### src/logic/rst_pkg.sv
// Constants and types shared by the brown-out and shared reset pin logic.
package rst_pkg;
    // ========================================================================
    // Timing
    // ========================================================================
    localparam int unsigned CLK_PERIOD_NS = 5;
    localparam int unsigned RST_SEQ_NS    = 1000;
    localparam int unsigned RST_SEQ_CYC   = (RST_SEQ_NS + CLK_PERIOD_NS - 1) / CLK_PERIOD_NS;
    // ========================================================================
    // Reset cause register fields
    // ========================================================================
    localparam int unsigned CAUSE_W       = 8;
    localparam int unsigned CAUSE_POR_BIT = 7;
    localparam int unsigned CAUSE_EXT_BIT = 4;
    localparam logic [7:0]  CAUSE_RESET   = 8'h00;

    typedef enum logic [1:0] {
        ST_HOLD,
        ST_SEQ,
        ST_RUN
    } seq_state_e;
endpackage

### src/logic/brownout_reset.sv
// Brown-out detection, system reset sequencing and the shared reset pin.
module brownout_reset #(
    parameter int unsigned SEQ_CYCLES = rst_pkg::RST_SEQ_CYC,
    parameter bit          SMALL_PKG  = 1'b0
) (
    // Clock and reset
    input  wire logic                       sys_clk,
    input  wire logic                       resetn,
    // Analog indications
    input  wire logic                       brownout_detector,
    input  wire logic                       below_por_threshold,
    input  wire logic                       stop_mode,
    input  wire logic                       brownout_stop_keep_option,
    // Software pin configuration
    input  wire logic                       pin_gpio_sel,
    input  wire logic                       pin_gpio_oe,
    input  wire logic                       pin_gpio_out,
    input  wire logic                       cause_clear,
    // Shared reset pin
    input  wire logic                       reset_pin_in,
    output logic                            reset_pin_out,
    output logic                            reset_pin_oe_n,
    // Status
    output logic                            sys_reset,
    output logic                            pin_gpio_active,
    output logic                            pin_gpio_in,
    output logic [rst_pkg::CAUSE_W-1:0]     reset_cause_register
);
    import rst_pkg::*;

    // ========================================================================
    // Reset sources
    // ========================================================================
    logic bo_armed;
    logic bo_trip;
    logic pin_rst_fn;
    logic ext_hold;
    logic hold_req;

    // The detector may be switched off only while STOP mode is active.
    assign bo_armed   = !stop_mode || brownout_stop_keep_option;
    assign bo_trip    = bo_armed && brownout_detector;
    // During any system reset the pin is forced back to reset function, so
    // software selection only counts once the device runs.
    assign pin_rst_fn = sys_reset || !pin_gpio_sel;
    assign ext_hold   = pin_rst_fn && !reset_pin_in;
    assign hold_req   = bo_trip || below_por_threshold || ext_hold;

    // ========================================================================
    // Sequencer
    // ========================================================================
    localparam int unsigned CNT_W = $clog2(SEQ_CYCLES + 1);

    seq_state_e         state_reg, state_next;
    logic [CNT_W-1:0]   cnt_reg, cnt_next;
    logic               por_pend_reg, por_pend_next;
    logic               ext_pend_reg, ext_pend_next;
    logic [CAUSE_W-1:0] cause_reg, cause_next;

    always_comb begin
        state_next    = state_reg;
        cnt_next      = cnt_reg;
        por_pend_next = por_pend_reg || bo_trip || below_por_threshold;
        ext_pend_next = ext_pend_reg || (ext_hold && !bo_trip && !below_por_threshold);
        cause_next    = cause_reg;
        if (cause_clear) begin
            cause_next = CAUSE_RESET;
        end
        unique case (state_reg)
            ST_HOLD: begin
                cnt_next = '0;
                if (!hold_req) begin
                    state_next = ST_SEQ;
                end
            end
            ST_SEQ: begin
                if (hold_req) begin
                    state_next = ST_HOLD;
                end else if (cnt_reg == CNT_W'(SEQ_CYCLES - 1)) begin
                    state_next    = ST_RUN;
                    por_pend_next = 1'b0;
                    ext_pend_next = 1'b0;
                    // A completed sequence sets the cause even against a clear.
                    if (por_pend_reg) begin
                        cause_next[CAUSE_POR_BIT] = 1'b1;
                    end else if (ext_pend_reg) begin
                        cause_next[CAUSE_EXT_BIT] = 1'b1;
                    end
                end else begin
                    cnt_next = cnt_reg + 1'b1;
                end
            end
            ST_RUN: begin
                if (hold_req) begin
                    state_next = ST_HOLD;
                end
            end
        endcase
    end

    // Power comes up through the power-on path, so reset pends a POR cause.
    always_ff @(posedge sys_clk or negedge resetn) begin
        if (!resetn) begin
            state_reg    <= ST_HOLD;
            cnt_reg      <= '0;
            por_pend_reg <= 1'b1;
            ext_pend_reg <= 1'b0;
            cause_reg    <= CAUSE_RESET;
        end else begin
            state_reg    <= state_next;
            cnt_reg      <= cnt_next;
            por_pend_reg <= por_pend_next;
            ext_pend_reg <= ext_pend_next;
            cause_reg    <= cause_next;
        end
    end

    assign sys_reset            = (state_reg != ST_RUN);
    assign reset_cause_register = cause_reg;

    // ========================================================================
    // Shared pin drive
    // ========================================================================
    logic drive_low;
    logic gpio_in_reg, gpio_in_next;

    assign pin_gpio_active = !pin_rst_fn;
    // Large package: GPIO is open-drain out only, no pull-up or stop recovery
    // exists, so only a low is ever driven and the input is not offered.
    always_comb begin
        drive_low    = 1'b0;
        gpio_in_next = 1'b0;
        if (pin_rst_fn) begin
            drive_low = sys_reset;
        end else if (SMALL_PKG) begin
            gpio_in_next = reset_pin_in;
            drive_low    = pin_gpio_oe && !pin_gpio_out;
        end else begin
            drive_low = !pin_gpio_out;
        end
    end

    // The pin level reaches software through a flop, so a read sees a value
    // that stands for a whole cycle; the price is one cycle of latency.
    always_ff @(posedge sys_clk or negedge resetn) begin
        if (!resetn) begin
            gpio_in_reg <= 1'b0;
        end else begin
            gpio_in_reg <= gpio_in_next;
        end
    end

    assign pin_gpio_in = gpio_in_reg;

    // The small package drives a high in GPIO output mode; everything else is
    // open-drain and only ever pulls low.
    assign reset_pin_out  = (SMALL_PKG && !pin_rst_fn) ? pin_gpio_out : 1'b0;
    assign reset_pin_oe_n = (SMALL_PKG && !pin_rst_fn && pin_gpio_oe) ? 1'b0 : !drive_low;

    // ========================================================================
    // Check helpers
    // ========================================================================
    // Counts the cycles spent in the sequence on its own, so the length of a
    // completed sequence is checked without a long repetition in a property.
    logic [CNT_W-1:0] seq_len_reg, seq_len_next;

    always_comb begin
        seq_len_next = '0;
        if (state_reg == ST_SEQ && seq_len_reg != CNT_W'(SEQ_CYCLES)) begin
            seq_len_next = seq_len_reg + 1'b1;
        end
    end

    always_ff @(posedge sys_clk or negedge resetn) begin
        if (!resetn) begin
            seq_len_reg <= '0;
        end else begin
            seq_len_reg <= seq_len_next;
        end
    end
endmodule

### config.mk
export PLATFORM = sky130hd
export DESIGN_NAME = brownout_reset
export DESIGN_NICKNAME = d
export VERILOG_FILES = /design/src/logic/rst_pkg.sv /design/src/logic/brownout_reset.sv
export SDC_FILE = /design/constraint.sdc
export NUM_CORES = 1
export LEC_CHECK = 0
export BUFFER_PORTS_ARGS = -buffer_cell sky130_fd_sc_hd__clkbuf_2
export CAP_MARGIN = 15
export CORE_ASPECT_RATIO = 0.75
export CORE_MARGIN = 8
export CORE_UTILIZATION = 51
export CTS_CLUSTER_SIZE = 10
export DETAILED_ROUTE_END_ITERATION = 6
export PLACE_DENSITY = 0.8
export SYNTH_ARGS = -nofsm -noshare
export SYNTH_HDL_FRONTEND = slang
export SYNTH_SLANG_ARGS = --single-unit
### constraint.sdc
create_clock -name sys_clk -period 2.6 [get_ports sys_clk]
set_clock_uncertainty 0.15 [all_clocks]
set_input_delay 0.52 -clock sys_clk [delete_from_list [all_inputs] [get_ports sys_clk]]
set_output_delay 0.52 -clock sys_clk [all_outputs]
set_load 0.005 [all_outputs]
==> results.ini, run 1 <==
[layout]
areaGrowthSynthToFinish_pct=10.4
final_cell_mix=clkbuf_2, dfrtp_1, inv_1
layout-drive-gt1-share_pct=23.0
largest_reg_flops=8
fin_nets=129
final_util_pct=60.2
layout_commonest_cell=clkbuf_2
n_antenna_cell=0

[logic_synthesis]
synth_ff_type=dfrtp_1
seq_area_frac_synth_pct=37.1
ys.warnings.count=0
synth_cells=96
synthesis.area_um2=948
synth-seq-cells=14
synth_cell_type_count=33
synthTopCellsByArea=dfrtp_1, buf_4, ha_1
synth_edf_count=0
synth_top_area_cell=dfrtp_1
avgSynthCellArea_um2=9.88
synthArstFlopShare_pct=100
yosysTopAreaCellShare_pct=34.3

[timing]
fmax_ghz=0.477
whs_ns=0.327
hold_viol_final=0
tightest_slew_ns=0.539
setup_violations=0
rsz0062_at_grt=no
maxSlewViolCount=0
layout_setup_ws_ns=0.502
min_period_ns=2.10
finalCritPeriodShare_pct=80.7
slew_headroom_pct=64.1
final.setup.tns_ns=0

[cts]
cts_max_level=1
clock_path_buffers=2
clk_pin_slew_ns=0.09
cts.sinks=14
root_buffer=clkbuf_4
clock_latency_ns=0.28
cts_tree=yes
cts_setup_buffers=0
cts_buffers=3

[setup_path]
crit_top_cell=inv_1
cp-endpoint=cnt_reg[1]
start_kind=flip-flop
crit_type=flip-flop to flip-flop
required_ns=2.62
rrSetupSlack_ns=0.50
cp.arrival_ns=2.12
r2r-start=state_reg[1]
critPathMaxStageDelay_ns=0.45
timing.rr.end=cnt_reg[1]
cp_cell_sequence=inv_1 > ha_1 > inv_1 > a2111oi_4 > nand2_1 > a31o_2
cp_slowest_cell=a2111oi_4
crit_path_end_kind=flip-flop
path_max_fanout=8
rr_worst_depth=6
critPathLaunch=state_reg[1]

[floorplan]
initial_core_util_pct=54.5
dieArea_um2=3510
rows=13
dieWidth_um=65.8
dieHeight_um=53.3
io_pins=24
core_region_area_um2=1740

[pwr]
vdd_drop_max_mv=0.619
leakage_nw=0.525
p_per_area_nw_per_um2=613

[drt]
first_pass_iters=6
wl_um=1920
drc=0
vias_per_cell=5.76
wl_per_cell_um=14.2
drt_iter0_drc=33
final_antenna_net_count=0
num_vias=777

[global_routing]
grt_max_degree=15
grt_usage_pct=11.9
grt_pass1_wl_um=3260
antenna_found_initial=0
grt_pass1_vias=701
grt-ovfl-total=0

[worst_hold_path]
hp-class=flip-flop to flip-flop
holdPathStages=2

[placed_design]
place_hpwl_um=1520
numPortBuffers=14
dp_slack_ns=0.514
globalplace.congestion=0.824

[run_status]
status=finished clean

[flow_run]
drv_cap=0

[repair_timing]
item,4_1_cts,5_1_grt
endpoints found under the hold margin,13,0
hold buffers,1,0
resized for setup,0,0
[area by class of cell]
cell class                 instances  area (um2)
fill                             146         693
multi-input combinational         70         514
sequential                        14         352
timing repair buffer              15        80.1
inverter                          10        37.5
clock buffer                       4        36.3
tap                               22        27.5
[worst max-delay path: cells and delay by family, from the launching register on]
kind | cells | cell delay, ns
flip-flops | 1 | 0.40
buffers and inverters | 2 | 0.27
AO/OA/AOI/OAI | 2 | 0.72
adder cells (fa/ha/maj) | 1 | 0.28
AND/OR/NAND/NOR | 1 | 0.17
[layer usage]
metal / GRT usage [%] / routed length (um) / vias up
met5: 0 / 0 / -
met4: 1.08 / 8 / 0
met3: 5.26 / 193 / 2
met2: 17.8 / 831 / 35
met1: 15.9 / 880 / 366
li1: - / - / 374
[cell usage after synthesis (all sizes together), types with 2 or more instances]
master	n
dfrtp	13
inv	10
buf	9
nand2	8
nand4	6
a21oi	5
and2	5
mux2i	5
and3	4
ha	4
a2111oi	2
a211o	2
a211oi	2
a22o	2
a31o	2
and4	2
nand3	2
[per-stage QoR]
step                      instances  cell area [um2]  power, W
after CTS                       135             1050  0.000644
after global routing            135             1050  0.000695
final                           135             1050  0.000642
after global placement          130             1000  0.000477
after detailed placement        130             1000  0.000490
after floorplan                 103              975  0.000437
[logic make-up after synthesis]
logic type / after synthesis / share of synthesized area, %
simple gates: 32 / 20.2
compound gates: 21 / 20.3
buf+inv: 19 / 11.5
flops: 14 / 37.1
mux: 5 / 5.28
fa+ha+maj: 4 / 5.28
other cells: 1 / 0.395
[how the worst min path moves through the flow]
| stage | from | endpoint | slack (ns) |
|---|---|---|---|
| after floorplan | resetn | cnt_reg[0] | 0.07 |
| after global placement | resetn | cnt_reg[6] | 0.29 |
| after detailed placement | resetn | cnt_reg[6] | 0.29 |
| after CTS | por_pend_reg | por_pend_reg | 0.33 |
| after global routing | por_pend_reg | por_pend_reg | 0.36 |
| final | por_pend_reg | por_pend_reg | 0.33 |
[power by group]
group / internal [W] / leakage, nW / total (W) / switching (W)
clock: 0.0000852 / 0.0210 / 0.000153 / 0.0000682
sequential: 0.000247 / 0.183 / 0.000273 / 0.0000257
combinational: 0.0000838 / 0.321 / 0.000216 / 0.000132
Power figures use the tool's default switching activity.
==> run 2: changes to the inputs <==
Clock period 2.6 ns to 2 ns, I/O delays scaled along.
==> run 2 against run 1 <==
Effect of this change:
- cell area is 7.8% higher
- die area did not move
- global-route usage increased by 0.18 points
- register-to-register slack lost 0.41 ns
==> results.ini, run 2 (synthesized netlist as in run 1, its figures left out) <==
[pwr]
p_per_area_nw_per_um2=786  ; +28%
seqPwrFrac_pct=40.0  ; -2.5 points
leakage_nw=0.564  ; +7.4%
clkPwrFrac_pct=23.3  ; -0.6 points
vdd_drop_max_mv=0.457  ; -26%
switching_power_w=0.000315  ; +39%
switching_share_pct=35.6  ; +0.37 points
p_int_w=0.000571  ; +37%
pwr-share-comb_pct=36.7  ; +3.1 points

[floorplan]
io_pins=24  ; unchanged
dieWidth_um=65.8  ; unchanged
rows=13  ; unchanged
core_region_area_um2=1740  ; unchanged
dieHeight_um=53.3  ; unchanged
initial_core_util_pct=54.5  ; unchanged
dieArea_um2=3510  ; unchanged

[setup_path]
cp_slowest_cell=dfrtp_1
rrSetupSlack_ns=0.09  ; -0.41 ns
rr_worst_depth=6  ; unchanged
cp_num_buf_inv=1  ; -1
required_ns=2.07  ; -0.55 ns
path_max_fanout=7  ; -1
critPathMaxStageDelay_ns=0.39  ; -0.06 ns
timing.rr.end=state_reg[0]
critPathLaunch=state_reg[1]
r2r-start=state_reg[1]
cp.arrival_ns=1.97  ; -0.15 ns
crit_path_end_kind=flip-flop
cpLargestDelayFamily=compound AO/OA/AOI/OAI gates
cp-endpoint=state_reg[0]
crit_type=flip-flop to flip-flop
start_kind=flip-flop
cp.depth=6  ; unchanged
cp_cell_sequence=inv_1 > ha_1 > and2_1 > a221o_1 > a211oi_2 > mux2i_1

[layout]
fill_cells=152  ; +4.1%
final_cell_mix=clkbuf_2, dfrtp_1, inv_1
fin_nets=137  ; +6.2%
largest_reg_flops=8  ; unchanged
layout_commonest_cell=clkbuf_2
fin_area_um2=1130  ; +7.8%
layout-drive-gt1-share_pct=29.8  ; +6.7 points
areaGrowthSynthToFinish_pct=19.0
n_antenna_cell=0  ; unchanged

[cts]
cts.sinks=14  ; unchanged
clock_latency_ns=0.28  ; about the same
cts_tree=yes
clock_path_buffers=2  ; unchanged
clk_pin_slew_ns=0.09  ; about the same
cts_buffers=3  ; unchanged
cts_max_level=1  ; unchanged
root_buffer=clkbuf_4

[drt]
first_pass_iters=4  ; -2
num_vias=818  ; +5.3%
vias_per_cell=5.72  ; -0.61%
drc=0  ; unchanged
final_antenna_net_count=0  ; unchanged
wl_um=2010  ; +5.0%
drt_iter0_drc=33  ; unchanged
wl_per_cell_um=14.1  ; -0.86%

[global_routing]
grt_usage_pct=12.1  ; +0.18 points
grt_pass1_vias=739  ; +5.4%
grt_pass1_wl_um=3340  ; +2.5%
antenna_found_initial=0  ; unchanged
grt_max_degree=15  ; unchanged
grt-ovfl-total=0  ; unchanged

[run_status]
status=finished clean

[flow_run]
drv_cap=0  ; unchanged

[placed_design]
numPortBuffers=14  ; unchanged
place_hpwl_um=1600  ; +5.3%
globalplace.congestion=0.853  ; +3.5%
place_area_um2=1050  ; +5.2%

[timing]
setup_violations=0  ; unchanged
hold_viol_final=0  ; unchanged
min_period_ns=1.91  ; -0.193 ns
fmax_ghz=0.525  ; +10%
whs_ns=0.262  ; -0.0652 ns
finalCritPeriodShare_pct=95.3  ; +15 points
maxSlewViolCount=0  ; unchanged

[worst_hold_path]
holdPathStages=3  ; +1
hp-class=input port to flip-flop

[run 2: stage by stage]
stage / setup slack [ns] / power [W] / util (%) / cells / setup TNS, ns
final: 0.0949 / 0.000887 / 64.8 / 143 / 0
after global routing: -0.00117 / 0.000949 / 64.8 / 143 / -0.00117
after detailed placement: 0.0360 / 0.000671 / 60.5 / 137 / 0
after floorplan: 0.145 / 0.000568 / - / 103 / 0
after global placement: 0.00746 / 0.000653 / 60.5 / 137 / 0
after CTS: 0.00534 / 0.000879 / 63.2 / 142 / 0
[run 2: what timing repair did]
action                                 4_1_cts  5_1_grt
buffers inserted                             0        1
setup endpoints to repair                    0        8
gates resized for setup                      0        5
hold buffers                                 1        0
endpoints found under the hold margin       13        0
[run 2: how the worst min path moves through the flow]
stage,from,end,slack [ns]
after floorplan,resetn,cnt_reg[0],-0.05
after global placement,resetn,cnt_reg[4],0.17
after detailed placement,resetn,cnt_reg[4],0.17
after CTS,cause_clear,reset_cause_register[4],0.26
after global routing,cause_clear,reset_cause_register[7],0.28
final,cause_clear,reset_cause_register[4],0.26
[run 2: power by group through the flow]
stage	Clock (W)	Sequential (W)	Combinational (W)
2_1_floorplan	0	0.000349	0.000219
3_3_place_gp	0	0.000355	0.000298
3_5_place_dp	0	0.000359	0.000312
4_1_cts	0.000211	0.000353	0.000314
5_1_grt	0.000227	0.000361	0.000361
6_report	0.000206	0.000355	0.000325
[run 2: cell type report]
class                   count  area, um2  area share, %
clock buffers               4       36.3           3.22
well taps                  22       27.5           2.44
inverters                  10       37.5           3.33
repair buffers             23        140           12.4
flip-flops and latches     14        352           31.2
multi-input cells          70        536           47.5
[run 2: worst register-to-register path, cell delays in order (launching register included)]
cell	delay [ns]
dfrtp_1	0.39
inv_1	0.09
ha_1	0.27
and2_1	0.19
a221o_1	0.32
a211oi_2	0.22
mux2i_1	0.21
[run 2: metal layers]
layer | share of wire [%] | global-route usage [%] | routed length, um
met3 | 9.8 | 4.21 | 198
met1 | 48 | 15.8 | 957
met2 | 41 | 17.8 | 832
met5 | 0 | 0 | 0
met4 | 1.1 | 4.69 | 23
